--- src/common/drb_defs.svh ---
// Constants for the read burst sequencing link: offsets, field positions, timing counts.
`ifndef DRB_DEFS_SVH
`define DRB_DEFS_SVH

`define DRB_PIPE_DEPTH   64
`define DRB_ADDR_W       14
`define DRB_COL_W        10
`define DRB_AP_BIT       10
`define DRB_BSEL_BIT     12
`define DRB_MR_BL_LSB    0
`define DRB_MR_CL_LSB    2
`define DRB_MR_AL_LSB    7
`define DRB_MR_PRE2_BIT  12
`define DRB_BL_FIXED8    2'b00
`define DRB_BL_OTF       2'b01
`define DRB_BL_CHOP4     2'b10
`define DRB_RBL_EIGHT    4'h8
`define DRB_RBL_FOUR     4'h4
`define DRB_RL_MIN       6'h03
`define DRB_CCD_MIN      8'h04
`define DRB_CCD_PRE2_BAD 8'h05
`define DRB_CWL_LOWEST   5'h09
`define DRB_CL_RESET     5'h0b
`define DRB_CWL_RESET    5'h09
`define DRB_CK_HALF      3'h4
`define DRB_REG_CMD      8'h00
`define DRB_REG_CFG      8'h04
`define DRB_REG_STATUS   8'h08
`define DRB_REG_RDATA    8'h0c
`define DRB_CMD_OP_LSB   0
`define DRB_CMD_BG_LSB   3
`define DRB_CMD_ADDR_LSB 16
`define DRB_CFG_WPRE2    5

`endif

--- src/common/drb_pkg.sv ---
// Types shared by both ends of the read burst sequencing link.
`include "drb_defs.svh"
package drb_pkg;

   typedef enum logic [2:0] {CMD_NOP, CMD_ACT, CMD_READ, CMD_WRITE, CMD_MRS} drb_cmd_e;

   typedef struct packed {
      logic                  start;
      logic                  chop;
      logic                  ap;
      logic [1:0]            bg;
      logic [`DRB_COL_W-1:0] col;
   } drb_slot_s;

   function automatic logic [15:0] drb_beat_pair(input logic [`DRB_COL_W-1:0] col,
                                                 input logic [2:0] beat);
      logic [7:0] b0;
      b0 = col[7:0] + {5'h00, beat};
      return {b0 + 8'h01, b0};
   endfunction : drb_beat_pair

endpackage : drb_pkg

--- src/common/drb_if.sv ---
// Link between the memory controller end and the memory device end.
`include "drb_defs.svh"
interface drb_if;
   import drb_pkg::*;

   logic                   ck;
   drb_cmd_e               cmd;
   logic [1:0]             bg;
   logic [`DRB_ADDR_W-1:0] addr;
   logic                   dqsOe;
   logic                   dqsRun;
   logic                   dqOe;
   logic [15:0]            dqPair;

   modport ctrl (output ck, cmd, bg, addr, input dqsOe, dqsRun, dqOe, dqPair);
   modport dev  (input ck, cmd, bg, addr, output dqsOe, dqsRun, dqOe, dqPair);
endinterface : drb_if

--- src/rtl/drb_ctrl.sv ---
// Memory controller end: APB registers, link clock divider, command spacing, read capture.
`include "drb_defs.svh"
module drb_ctrl
   import drb_pkg::*;
(
   input  wire logic        sys_clk,
   input  wire logic        reset_n,
   input  wire logic        psel,
   input  wire logic        penable,
   input  wire logic        pwrite,
   input  wire logic [7:0]  paddr,
   input  wire logic [31:0] pwdata,
   output logic [31:0]      prdata,
   output logic             pready,
   output logic             pslverr,
   drb_if.ctrl              link
);

   typedef struct packed {
      logic [2:0]             phase;
      logic                   ck;
      drb_cmd_e               cmd;
      logic [1:0]             bg;
      logic [`DRB_ADDR_W-1:0] addr;
      logic                   pend;
      drb_cmd_e               pOp;
      logic [1:0]             pBg;
      logic [`DRB_ADDR_W-1:0] pAddr;
      logic [7:0]             sinceRead;
      logic [3:0]             lastRbl;
      logic [1:0]             burstMode;
      logic [4:0]             cl;
      logic                   pre2;
      logic [4:0]             write_cas_latency;
      logic                   wpre2;
      logic                   pready;
      logic                   pslverr;
      logic [31:0]            prdata;
      logic [16:0]            sy1;
      logic [16:0]            sy2;
      logic [15:0]            rdPair;
      logic [15:0]            pairCount;
   } drb_ctl_s;

   drb_ctl_s st_q;
   drb_ctl_s st_d;

   logic [7:0] wrGap;
   logic       issueOk;
   logic [2:0] opCode;

   function automatic logic [7:0] rd_to_wr_gap(input logic [4:0] cl, input logic [4:0] write_cas_latency,
                                               input logic [3:0] read_burst_count, input logic wpre2);
      int g;
      g = int'(cl) - int'(write_cas_latency) + int'(read_burst_count) / 2 + 1 + (wpre2 ? 2 : 1);
      return (g < 0) ? 8'h00 : g[7:0];
   endfunction : rd_to_wr_gap

   always_comb
   begin
      st_d    = st_q;
      opCode  = pwdata[`DRB_CMD_OP_LSB +: 3];
      wrGap   = rd_to_wr_gap(st_q.cl, st_q.write_cas_latency, st_q.lastRbl, st_q.wpre2); // RULE14
      issueOk = 1'b1;
      st_d.sy1 = {link.dqOe, link.dqPair};
      st_d.sy2 = st_q.sy1;
      st_d.phase = (st_q.phase == 3'd7) ? 3'd0 : st_q.phase + 3'd1;
      st_d.ck    = (st_d.phase < `DRB_CK_HALF);
      if (st_d.phase == 3'd0 && st_q.sinceRead != 8'hff)
      begin
         st_d.sinceRead = st_q.sinceRead + 8'h01;
      end
      if (st_q.pOp == CMD_READ)
      begin
         issueOk = (st_q.sinceRead >= `DRB_CCD_MIN) &&
                   !(st_q.pre2 && st_q.sinceRead == `DRB_CCD_PRE2_BAD); // RULE6 RULE9
      end
      else if (st_q.pOp == CMD_WRITE)
      begin
         issueOk = (st_q.sinceRead >= wrGap); // RULE11 RULE12
      end
      if (st_d.phase == `DRB_CK_HALF)
      begin
         st_d.cmd = CMD_NOP;
         if (st_q.pend && issueOk)
         begin
            st_d.cmd  = st_q.pOp;
            st_d.bg   = st_q.pBg;
            st_d.addr = st_q.pAddr;
            st_d.pend = 1'b0;
            if (st_q.pOp == CMD_READ)
            begin
               st_d.sinceRead = 8'h00;
               if (st_q.burstMode == `DRB_BL_OTF)
               begin
                  st_d.lastRbl = st_q.pAddr[`DRB_BSEL_BIT] ? `DRB_RBL_EIGHT
                                                            : `DRB_RBL_FOUR; // RULE15
               end
               else
               begin
                  st_d.lastRbl = (st_q.burstMode == `DRB_BL_CHOP4) ? `DRB_RBL_FOUR
                                                                    : `DRB_RBL_EIGHT;
               end
            end
            if (st_q.pOp == CMD_MRS)
            begin
               st_d.burstMode = st_q.pAddr[`DRB_MR_BL_LSB +: 2]; // RULE4
               st_d.cl        = st_q.pAddr[`DRB_MR_CL_LSB +: 5];
               st_d.pre2      = st_q.pAddr[`DRB_MR_PRE2_BIT];
            end
         end
      end
      if (st_q.phase == 3'd6 && st_q.sy2[16])
      begin
         st_d.rdPair    = st_q.sy2[15:0];
         st_d.pairCount = st_q.pairCount + 16'h0001;
      end
      st_d.pready  = 1'b0;
      st_d.pslverr = 1'b0;
      if (psel && !penable && !st_q.pready)
      begin
         st_d.pready = 1'b1;
         st_d.prdata = '0;
         unique case (paddr)
            `DRB_REG_CMD:    st_d.prdata = {2'b00, st_q.pAddr, 11'h000, st_q.pBg, st_q.pOp};
            `DRB_REG_CFG:    st_d.prdata = {26'h0, st_q.wpre2, st_q.write_cas_latency};
            `DRB_REG_STATUS: st_d.prdata = {16'h0, st_q.sinceRead, 6'h00,
                                 st_q.wpre2 && st_q.write_cas_latency <= `DRB_CWL_LOWEST, st_q.pend}; // RULE13
            `DRB_REG_RDATA:  st_d.prdata = {st_q.pairCount, st_q.rdPair};
            default:         st_d.pslverr = 1'b1;
         endcase
      end
      if (psel && penable && st_q.pready && pwrite && !st_q.pslverr)
      begin
         if (paddr == `DRB_REG_CMD && !st_q.pend)
         begin
            st_d.pend  = 1'b1;
            st_d.pOp   = (opCode <= 3'd4) ? drb_cmd_e'(opCode) : CMD_NOP;
            st_d.pBg   = pwdata[`DRB_CMD_BG_LSB +: 2];
            st_d.pAddr = pwdata[`DRB_CMD_ADDR_LSB +: `DRB_ADDR_W];
         end
         if (paddr == `DRB_REG_CFG)
         begin
            st_d.write_cas_latency   = pwdata[4:0];
            st_d.wpre2 = pwdata[`DRB_CFG_WPRE2];
         end
      end
   end

   always_ff @(posedge sys_clk or negedge reset_n)
   begin
      if (!reset_n)
      begin
         st_q           <= '0;
         st_q.phase     <= 3'd7;
         st_q.sinceRead <= 8'hff;
         st_q.lastRbl   <= `DRB_RBL_EIGHT;
         st_q.cl        <= `DRB_CL_RESET;
         st_q.write_cas_latency       <= `DRB_CWL_RESET;
      end
      else
      begin
         st_q <= st_d;
      end
   end

   assign prdata    = st_q.prdata;
   assign pready    = st_q.pready;
   assign pslverr   = st_q.pslverr;
   assign link.ck   = st_q.ck;
   assign link.cmd  = st_q.cmd;
   assign link.bg   = st_q.bg;
   assign link.addr = st_q.addr;

endmodule : drb_ctrl

--- src/flat_wrapper.sv ---
// flat-port wrapper written by rule: the top's interface ports become plain ports
module drb_ctrl_flat import drb_pkg::*;
  (sys_clk, reset_n, psel, penable, pwrite, paddr, pwdata, prdata, pready, pslverr, link_ck, link_cmd, link_bg, link_addr, link_dqsOe, link_dqsRun, link_dqOe, link_dqPair);
  drb_if link_i ();
  input  wire logic sys_clk;
  input  wire logic reset_n;
  input  wire logic psel;
  input  wire logic penable;
  input  wire logic pwrite;
  input  wire logic [7:0] paddr;
  input  wire logic [31:0] pwdata;
  output logic [31:0] prdata;
  output logic pready;
  output logic pslverr;
  output wire logic [$bits(link_i.ck)-1:0] link_ck;
  output wire logic [$bits(link_i.cmd)-1:0] link_cmd;
  output wire logic [$bits(link_i.bg)-1:0] link_bg;
  output wire logic [$bits(link_i.addr)-1:0] link_addr;
  input wire logic [$bits(link_i.dqsOe)-1:0] link_dqsOe;
  input wire logic [$bits(link_i.dqsRun)-1:0] link_dqsRun;
  input wire logic [$bits(link_i.dqOe)-1:0] link_dqOe;
  input wire logic [$bits(link_i.dqPair)-1:0] link_dqPair;
  assign link_ck = link_i.ck;
  assign link_cmd = link_i.cmd;
  assign link_bg = link_i.bg;
  assign link_addr = link_i.addr;
  assign link_i.dqsOe = link_dqsOe;
  assign link_i.dqsRun = link_dqsRun;
  assign link_i.dqOe = link_dqOe;
  assign link_i.dqPair = link_dqPair;
  drb_ctrl u_core (.sys_clk(sys_clk), .reset_n(reset_n), .psel(psel), .penable(penable), .pwrite(pwrite), .paddr(paddr), .pwdata(pwdata), .prdata(prdata), .pready(pready), .pslverr(pslverr), .link(link_i));
endmodule
--- config.mk ---
export PLATFORM = sky130hd
export DESIGN_NAME = drb_ctrl_flat
export DESIGN_NICKNAME = d
export VERILOG_FILES = /design/src/common/drb_pkg.sv /design/src/common/drb_if.sv /design/src/rtl/drb_ctrl.sv /design/src/flat_wrapper.sv
export VERILOG_INCLUDE_DIRS = /design/src /design/src/common
export SDC_FILE = /design/constraint.sdc
export NUM_CORES = 1
export LEC_CHECK = 0
export ABC_AREA = 1
export BUFFER_PORTS_ARGS = -buffer_cell sky130_fd_sc_hd__clkbuf_2
export CORE_MARGIN = 10
export CORE_UTILIZATION = 30
export CTS_CLUSTER_SIZE = 20
export DETAILED_ROUTE_END_ITERATION = 16
export SLEW_MARGIN = 20
export SYNTH_ARGS = -nofsm -noshare
export SYNTH_HDL_FRONTEND = slang
export SYNTH_SLANG_ARGS = --single-unit
--- constraint.sdc ---
create_clock -name sys_clk -period 3.7 [get_ports sys_clk]
set_input_delay 0.74 -clock sys_clk [delete_from_list [all_inputs] [get_ports sys_clk]]
set_output_delay 0.74 -clock sys_clk [all_outputs]
set_load 0.005 [all_outputs]
[After elaboration in Yosys (flattened, before gate mapping)]
Index checks and enable logic that the tools add are counted.
Storage, ports and cells
  register bits after elaboration: 169
  bits of input ports: 64
  output and inout port bits: 54
  word-level logic and storage cells: 96
Cells by class
  add/subtract/negate cells: 7
  $lt $le $gt $ge: 6
  equal/unequal tests: 13
  mux-type cells: 21
  reduce and logical (&&, ||, !) cells: 26
Operators by type and width (count)
  32-bit case mux with 4 select lines: 1
  20-bit two-way mux: 5
  34-bit two-way mux: 1
  32-bit by 2-bit adder with 32-bit output, second input constant: 1
  32-bit adder: 1
  32-bit by 4-bit adder with 32-bit output: 1
  32-bit by 1-bit less-than comparator with 1-bit output, second input constant: 1
  8-bit two-way mux: 3
  16-bit by 1-bit adder with 16-bit output, second input constant: 1
  8-bit by 3-bit equality test with 1-bit output, second input constant: 2
  8-bit by 4-bit equality test with 1-bit output, second input constant: 2
  1-bit logical AND: 13
  3-bit equality test, second input constant: 4
  12-bit two-way mux: 1
  4-bit two-way mux: 3
  8-bit by 1-bit adder with 8-bit output, second input constant: 1
  8-bit by 3-bit greater-or-equal comparator with 1-bit output, second input constant: 1
  8-bit greater-or-equal comparator: 1
  8-bit zero test: 1
  8-bit inequality test, second input constant: 1
  3-bit by 2-bit equality test with 1-bit output, second input constant: 2
  3-bit two-way mux: 2
  2-bit AND reduction: 3
  3-bit AND reduction: 2
  12 further kinds: 19

[Longest topological paths before layout]
Gate-level depths: netlist (run 1).
  depth in word-level cells: 14
  mapped depth: 24

[Worst setup path after synthesis (run 1)]
OpenSTA, ideal clock, no wires.
  path type: register -> register
  start: register u_core.st_q[107] (netlist name)
  end: register u_core.st_q, in the netlist u_core.link.cmd[0]
  arrival time: 3.769 ns
  data required time: 3.575 ns
  slack: -0.194 ns
  cell stages (with the launch flop): 23
  path through: dfstp_2 inv_1 ha_1 inv_1 fa_1 fa_1 ha_1 fa_1 nand2_1 inv_1 o21ai_0 nand2_1 nand2_1 ha_1 nand2_1 nand2_1 nand2_1 nand2_1 nand2_1 nand4_1 nand2_2 buf_4 o21ai_1
Between the ends
  longest elaborated chain between the ends: 11
RTL lines
  start, declared: RTL line drb_ctrl.sv:45  | drb_ctl_s st_q;
  start signal, assigned: RTL line drb_ctrl.sv:163  | st_q <= st_d;
  5-bit by 5-bit subtractor with 6-bit output (*): RTL line drb_ctrl.sv:55  | g = int'(cl) - int'(write_cas_latency) + int'(read_burst_count) / 2 + 1 + (wpre2 ? 2 : 1);
  32-bit by 4-bit adder with 32-bit output (*): RTL line drb_ctrl.sv:55
  32-bit by 2-bit adder with 32-bit output (*): RTL line drb_ctrl.sv:55
  32-bit adder (*): RTL line drb_ctrl.sv:55
  32-bit by 1-bit less-than comparator with 1-bit output: RTL line drb_ctrl.sv:56  | return (g < 0) ? 8'h00 : g[7:0];
  8-bit two-way mux (*): RTL line drb_ctrl.sv:56
  8-bit greater-or-equal comparator (*): RTL line drb_ctrl.sv:80  | issueOk = (st_q.sinceRead >= wrGap);
  1-bit two-way mux (*): RTL line drb_ctrl.sv:78  | else if (st_q.pOp == CMD_WRITE)
  1-bit two-way mux (*): RTL line drb_ctrl.sv:73  | if (st_q.pOp == CMD_READ)
  1-bit logical AND (*): RTL line drb_ctrl.sv:85  | if (st_q.pend && issueOk)
  20-bit two-way mux (*): RTL line drb_ctrl.sv:85
Mark *: on every way between the ends. The rest lies on a longest branch, timed or not.
A chain may end at the register's enable or synchronous reset.

[Worst setup path in the final report (run 1)]
  start: register u_core.st_q[107] (netlist name)
  end: register u_core.st_q, in the netlist u_core.link.addr[8]
Between the ends
  longest elaborated chain between the ends: 11
RTL lines (RTL line)
  5-bit by 5-bit subtractor with 6-bit output (*): drb_ctrl.sv:55
  32-bit by 4-bit adder with 32-bit output (*): drb_ctrl.sv:55
  32-bit by 2-bit adder with 32-bit output (*): drb_ctrl.sv:55
  32-bit adder (*): drb_ctrl.sv:55
  32-bit by 1-bit less-than comparator with 1-bit output: drb_ctrl.sv:56
  8-bit two-way mux (*): drb_ctrl.sv:56
  8-bit greater-or-equal comparator (*): drb_ctrl.sv:80
  1-bit two-way mux (*): drb_ctrl.sv:78
  1-bit two-way mux (*): drb_ctrl.sv:73
  1-bit logical AND (*): drb_ctrl.sv:85
  2-bit AND reduction (no source line) (*)
Marks and branches as above.

==> metrics.cfg, run 1 <==
[outcome]
status = finished, violations left
violations = setup timing

[sta]
slew_viol_final = 0
setup_ws_ps = -443
fin_crit_sh = 1.12
finClkSkew_ps = 10.9
rsz0062_at_grt = true
worst_pin_slew_ps = 750
max_freq_mhz = 241
period_needed_ps = 4140
setup_viol = 38
fin_hold_ws_ps = 347
hold_violations = 0
slew_headroom = 0.500

[routing]
drtIter0Drc = 312
drc = 0
vias_per_cell = 4.48
dr.pass1.iters = 4
drt-total-wl_mm = 19.4
vias = 5630
postRouteAntennaNets = 0
routedWlPerCell_um = 15.5

[floorplan]
die_h_um = 179
die_x_um = 179
rows = 58
ios = 118
dieArea_um2 = 32200
core-area_um2 = 25100
initial_core_util = 0.304

[synth]
yosys_warnings = 0
synth_nets = 932
ys_seq_area_frac = 0.550
synth.distinct_cells = 31
yosysTopAreaCell = dfrtp_1
syn_area_um2 = 7630
ys_ff_latch = 167
synth_top_cell_area_share = 0.492
synth_area_leaders = dfrtp_1, nand2_1, dfstp_2
postSynthCellCount = 840
syn_avg_cell_area_um2 = 9.08

[finish]
utilization = 0.366
stdcell_area_um2 = 9190
drive_gt1_frac = 0.262
fin_cells = 1257
synthToLayoutAreaGrowth_pct = 20.4
layout.nets = 1006
n_antenna_cell = 0

[clock_tree]
clockBufferDepth = 2
cts_buffers = 17
clk_latency_ps = 420
postCtsHoldBufs = 0
cts_max_level = 4
root_buffer = clkbuf_16
cts_tree = done
cts.sinks = 167
cts.reportedPaths.clkPinSlew_ps = 60

[critical_path]
crit_required_ps = 4040
path_class = register to register
max_stage_delay_ps = 540
end_kind = register
crit_buf_inv = 5
worstPathArrival_ps = 4490
crit_slowest_cell = dfstp_2
worst-path-max-fanout = 8
crit_path_start_kind = register
path_cells = inv_2 > ha_4 > inv_2 > fa_1 > fa_1 > ha_2 > fa_2 > nand2_2 > inv_4 > o21ai_4 > a21oi_2 > o21ai_1 > ha_1 > nand2_2 > inv_1 > nand2_1 > nand2_1 > nand2_1 > nand4_1 > nand2_4 > clkbuf_16 > nand2_2 > o21ai_1
cpLargestDelayFamily = adder cells

[power]
powerDensity_nw_per_um2 = 439
irDropWorstVdd_v = 0.000263
cellLeakagePower_nw = 4.73

[placement]
dp_cells = 1216
globalplace.congestion = 0.841
portBuffers = 103
hpwl_mm = 13.8
dpl_cell_area_um2 = 8240

[hold_path]
hp-class = input pin to async pin

[global_route]
grt_pass1_vias = 5812
antenna_found_initial = 0
grt_max_degree = 78
grt_pass1_wl_mm = 31.0
overflow = 0
grt_usage = 0.118

[job]
maxCapViolations = 0

Yosys cell counts (all sizes together):
cell / instances
conb: 1
a21o: 1
inv: 93
buf: 61
xor2: 21
clkinv: 1
a31oi: 2
a21oi: 29
a22o: 6
o22ai: 8
nand2: 249
o31ai: 3
ha: 25
nand3: 30
clkbuf: 12
nor3: 10
dfrtp: 150
fa: 3
nand4: 10
nor2: 42
o21ai: 63
or2: 3
dfstp: 17
state kept, by name, summed over array words and instances, names as in the netlist:
register          cells
u_core.st_q          96
u_core.pslverr        1
u_core.link.bg        2
u_core.prdata        32
u_core.st_d          17
u_core.pready         1
u_core.link.addr     14
u_core.link.ck        1
u_core.link.cmd       3
worst register-to-register path: stages (launching register included):
cell and delay [ps]:
dfstp_2 540, inv_2 40, ha_4 150, inv_2 50, fa_1 440, fa_1 450
ha_2 210, fa_2 350, nand2_2 90, inv_4 40, o21ai_4 200, a21oi_2 70
o21ai_1 100, ha_1 270, nand2_2 80, inv_1 40, nand2_1 50, nand2_1 60
nand2_1 60, nand4_1 200, nand2_4 250, clkbuf_16 200, nand2_2 50, o21ai_1 70
layer usage:
metal  share of wire  track usage
met4           0.016       0.0361
met5               0            0
met3           0.050       0.0325
met2            0.47        0.184
met1            0.46        0.156
power by group:
| part | internal [mW] | switching, mW | total [mW] |
|---|---|---|---|
| Sequential | 1.88 | 0.0297 | 1.91 |
| Clock | 1.22 | 0.730 | 1.95 |
| Combinational | 0.0663 | 0.115 | 0.182 |
| Total | 3.16 | 0.875 | 4.04 |
path summary, 6_finish.rpt:
| check | endpoint | cells past startpoint | from | slack, ps |
|---|---|---|---|---|
| max in group asynchronous | u_core.prdata[7]$_DFFE_PN0P_ | 2 | reset_n | 2530 |
| max | u_core.link.addr[8]$_DFFE_PN0P_ | 23 | u_core.st_q[107]$_DFFE_PN1P_ | -440 |
| min in group sys_clk | u_core.st_q[46]$_DFF_PN0_ | 0 | u_core.st_d[46]$_DFF_PN0_ | 350 |
| min | u_core.st_d[34]$_DFF_PN0_ | 1 | reset_n | 350 |
| max reg2reg | u_core.link.addr[8]$_DFFE_PN0P_ | 23 | u_core.st_q[107]$_DFFE_PN1P_ | -440 |
| min reg2reg | u_core.st_q[46]$_DFF_PN0_ | 0 | u_core.st_d[46]$_DFF_PN0_ | 350 |
cells by family after synthesis:
kind of cell / share of synthesized area
AOI/OAI and AO/OA: 0.0794
xor gates and xnor gates: 0.0241
adders and majority gates: 0.0489
buffers and inverters: 0.110
DFF: 0.550
other: 0.000491
and+or+nand+nor: 0.187
area by class of cell:
| cell class | count | area (µm²) |
|---|---|---|
| Fill cell | 2557 | 15900 |
| Sequential cell | 167 | 4200 |
| Multi-Input combinational cell | 507 | 2800 |
| Timing Repair Buffer | 127 | 773 |
| Clock buffer | 20 | 447 |
| Tap cell | 330 | 413 |
| Inverter | 94 | 358 |
| Clock inverter | 12 | 200 |
layout by cell type (no fill, tap or decap), types with 8 or more instances in the layout:
master / n
nand3_1: 19
nand3_2: 11
nand4_1: 10
inv_1: 85
o21ai_0: 42
nand2_1: 224
a21oi_1: 28
ha_1: 22
buf_4: 17
dfrtp_1: 150
dfstp_2: 17
o21ai_1: 14
o22ai_1: 8
xor2_1: 21
nand2_2: 21
clkbuf_16: 19
clkbuf_2: 102
nor2_1: 36
timing repair:
| action | 4_1_cts | 5_1_grt |
|---|---|---|
| pin swaps | 7 | 10 |
| setup buffers | 4 | 2 |
| gates cloned | 1 | 3 |
| endpoints found under the setup margin | 38 | 38 |
| resized for setup | 25 | 28 |
through the flow:
stage | power [mW] | setup WS (ps) | TNS, ps
finish | 4.04 | -443 | -15910
global route | 4.19 | -654 | -23430
CTS | 4.08 | -323 | -11090
detailed placement | 2.12 | -373 | -12700
global placement | 2.11 | -312 | -10440
floorplan | 2.02 | -33.9 | -314
(Power assumes the default switching activity.)
==> run 2, diff against run 1 <==
--- a/config.mk
+++ b/config.mk
@@ -8,10 +8,10 @@
 export LEC_CHECK = 0
 export ABC_AREA = 1
 export BUFFER_PORTS_ARGS = -buffer_cell sky130_fd_sc_hd__clkbuf_2
-export CORE_MARGIN = 10
-export CORE_UTILIZATION = 30
+export CORE_UTILIZATION = 45
 export CTS_CLUSTER_SIZE = 20
 export DETAILED_ROUTE_END_ITERATION = 16
+export PLACE_DENSITY = 0.68
 export SLEW_MARGIN = 20
 export SYNTH_ARGS = -nofsm -noshare
 export SYNTH_HDL_FRONTEND = slang
==> metrics.cfg, run 2 (same netlist as run 1, synthesis figures left out) <==
[critical_path]
crit_required_ps = 4050
cpLargestDelayFamily = adder cells
worstPathArrival_ps = 4420
path_class = register to register
crit_slowest_cell = dfstp_2
crit_start = u_core.st_q[107]$_DFFE_PN1P_
max_stage_delay_ps = 550
crit_buf_inv = 4
worstReg2RegEnd = u_core.link.addr[13]$_DFFE_PN0P_
worst-path-max-fanout = 8
crit_path_start_kind = register
path_cells = inv_2 > ha_4 > inv_2 > fa_1 > fa_1 > ha_2 > fa_2 > nand2_2 > inv_2 > o21ai_4 > nand2_2 > nand2_1 > ha_1 > nand2_1 > nand2_1 > nand2_1 > nand2_1 > nand2_1 > nand4_1 > nand2_4 > clkbuf_16 > nand2_1 > o21ai_1
end_kind = register
r2r_start = u_core.st_q[107]$_DFFE_PN1P_
crit_top_cell = nand2_1
r2r_cells = 23
cp-endpoint = u_core.link.addr[13]$_DFFE_PN0P_
cp.depth = 23
reg2reg_slack_ps = -360

[finish]
mostFrequentLayoutCells = nand2_1, dfrtp_1, clkbuf_2, inv_1, o21ai_0
synthToLayoutAreaGrowth_pct = 16.2
largest_reg_flops = 96
fin_cells = 1142
drive_gt1_frac = 0.248
layout.nets = 1001
nFillCells = 1501
final_common_cell = nand2_1
utilization = 0.535
n_antenna_cell = 0
top_register = u_core.st_q

[sta]
slew_viol_final = 0
setup_viol = 38
slew_headroom = 0.545
max_freq_mhz = 246
worst_pin_slew_ps = 679
period_needed_ps = 4060
finClkSkew_ps = 8.10
fin_crit_sh = 1.10
setup_ws_ps = -364
rsz0062_at_grt = true
hold_violations = 0
setup_tns_ps = -12190

[power]
irDropWorstVdd_v = 0.000324
cellLeakagePower_nw = 4.68
powerDensity_nw_per_um2 = 429

[global_route]
grt_busiest_layer = met2
overflow = 0
grt_max_degree = 86
antenna_found_initial = 0
grt_pass1_vias = 5337
grt_pass1_wl_mm = 27.2
grt_usage = 0.199
grtUsageMet2 = 0.303
use_met3 = 0.0361
use_met1 = 0.294

[floorplan]
core-area_um2 = 16600
die_x_um = 132
die_h_um = 132
initial_core_util = 0.460
dieArea_um2 = 17500
ios = 118
rows = 47

[placement]
dp_cells = 1104
hpwl_mm = 11.6
pre_cts_ws_ps = -348
portBuffers = 103
globalplace.congestion = 0.860

[routing]
dr.pass1.iters = 4
drt-total-wl_mm = 16.9
vias_per_cell = 4.90
drtIter0Drc = 364
vias = 5595
drc = 0
routedWlPerCell_um = 14.8
postRouteAntennaNets = 0

[clock_tree]
postCtsHoldBufs = 0
clk_latency_ps = 430
cts_tree = done
cts_buffers = 17
clockBufferDepth = 2
cts.sinks = 167
root_buffer = clkbuf_16
cts_max_level = 4
cts.reportedPaths.clkPinSlew_ps = 70

[hold_path]
hp-class = input pin to async pin

[job]
maxCapViolations = 0

[outcome]
status = finished, violations left
violations = setup timing

## run 2: cell types whose count changed in the layout (fill, tap and decap cells not counted), moves of 2 or more
cell	previous run	this run
inv_4	2	0
nand3_1	19	27
nand2_1	224	230
o21ai_1	14	9
o21ai_2	6	11
clkbuf_1	2	0
nand2_2	21	16
bufinv_16	5	1
buf_4	17	13
nand3_2	11	3
clkinvlp_4	3	1
inv_6	0	8
## run 2: timing repair
action	CTS	global route
pin swaps	3	5
endpoints found under the setup margin	38	38
cloned	1	3
gates resized for setup	11	27
setup buffers	1	1
## run 2: cell type report
class | count | area (µm²) | share of cell area
flip-flops and latches | 167 | 4200 | 0.474
repair buffers | 122 | 732 | 0.0826
clock buffers | 17 | 425 | 0.0480
multi-input cells | 507 | 2730 | 0.308
inverters | 94 | 358 | 0.0404
well taps | 220 | 275 | 0.0310
clock inverters | 15 | 143 | 0.0161
## run 2: worst reg2reg max path, cell delays in order (launching register included)
cell,delay (ps)
dfstp_2,550
inv_2,50
ha_4,150
inv_2,50
fa_1,430
fa_1,450
ha_2,210
fa_2,360
nand2_2,80
inv_2,50
o21ai_4,180
nand2_2,100
nand2_1,90
ha_1,230
nand2_1,80
nand2_1,60
nand2_1,50
nand2_1,50
nand2_1,60
nand4_1,180
nand2_4,240
clkbuf_16,200
nand2_1,50
o21ai_1,70
## run 2: per-layer routing
metal | part of all wire | wire (µm)
met1 | 0.49 | 8250
met2 | 0.47 | 7860
met4 | 0.0083 | 140
met5 | 0 | 0
met3 | 0.038 | 642
## run 2: how the worst min path moves through the flow
| stage | endpoint | start | slack (ps) | cells past startpoint |
|---|---|---|---|---|
| floorplan | u_core.st_q[32]$_DFF_PN0_ | u_core.st_d[32]$_DFF_PN0_ | 330 | 0 |
| global placement | u_core.st_q[48]$_DFF_PN0_ | u_core.st_d[48]$_DFF_PN0_ | 330 | 0 |
| detailed placement | u_core.st_q[36]$_DFF_PN0_ | u_core.st_d[36]$_DFF_PN0_ | 330 | 0 |
| CTS | u_core.st_q[5]$_DFFE_PN0P_ | reset_n | 290 | 1 |
| global route | u_core.st_q[8]$_DFFE_PN0P_ | reset_n | 320 | 1 |
| finish | u_core.st_q[8]$_DFFE_PN0P_ | reset_n | 280 | 1 |
## run 2: stage by stage
| step | cell area (µm²) | power, mW | hold WS, ps |
|---|---|---|---|
| 4_1_cts | 8710 | 3.83 | 291 |
| 5_1_grt | 8870 | 3.94 | 315 |
| 2_1_floorplan | 7650 | 2.02 | 331 |
| 3_5_place_dp | 8090 | 2.12 | 335 |
| 3_3_place_gp | 8090 | 2.11 | 334 |
| 6_report | 8870 | 3.80 | 280 |
## run 2: power by group
| part | switching [mW] | total (mW) | internal, mW |
|---|---|---|---|
| sequential | 0.0296 | 1.91 | 1.88 |
| combinational | 0.111 | 0.174 | 0.0628 |
| clock | 0.776 | 1.72 | 0.944 |
| total | 0.916 | 3.80 | 2.89 |
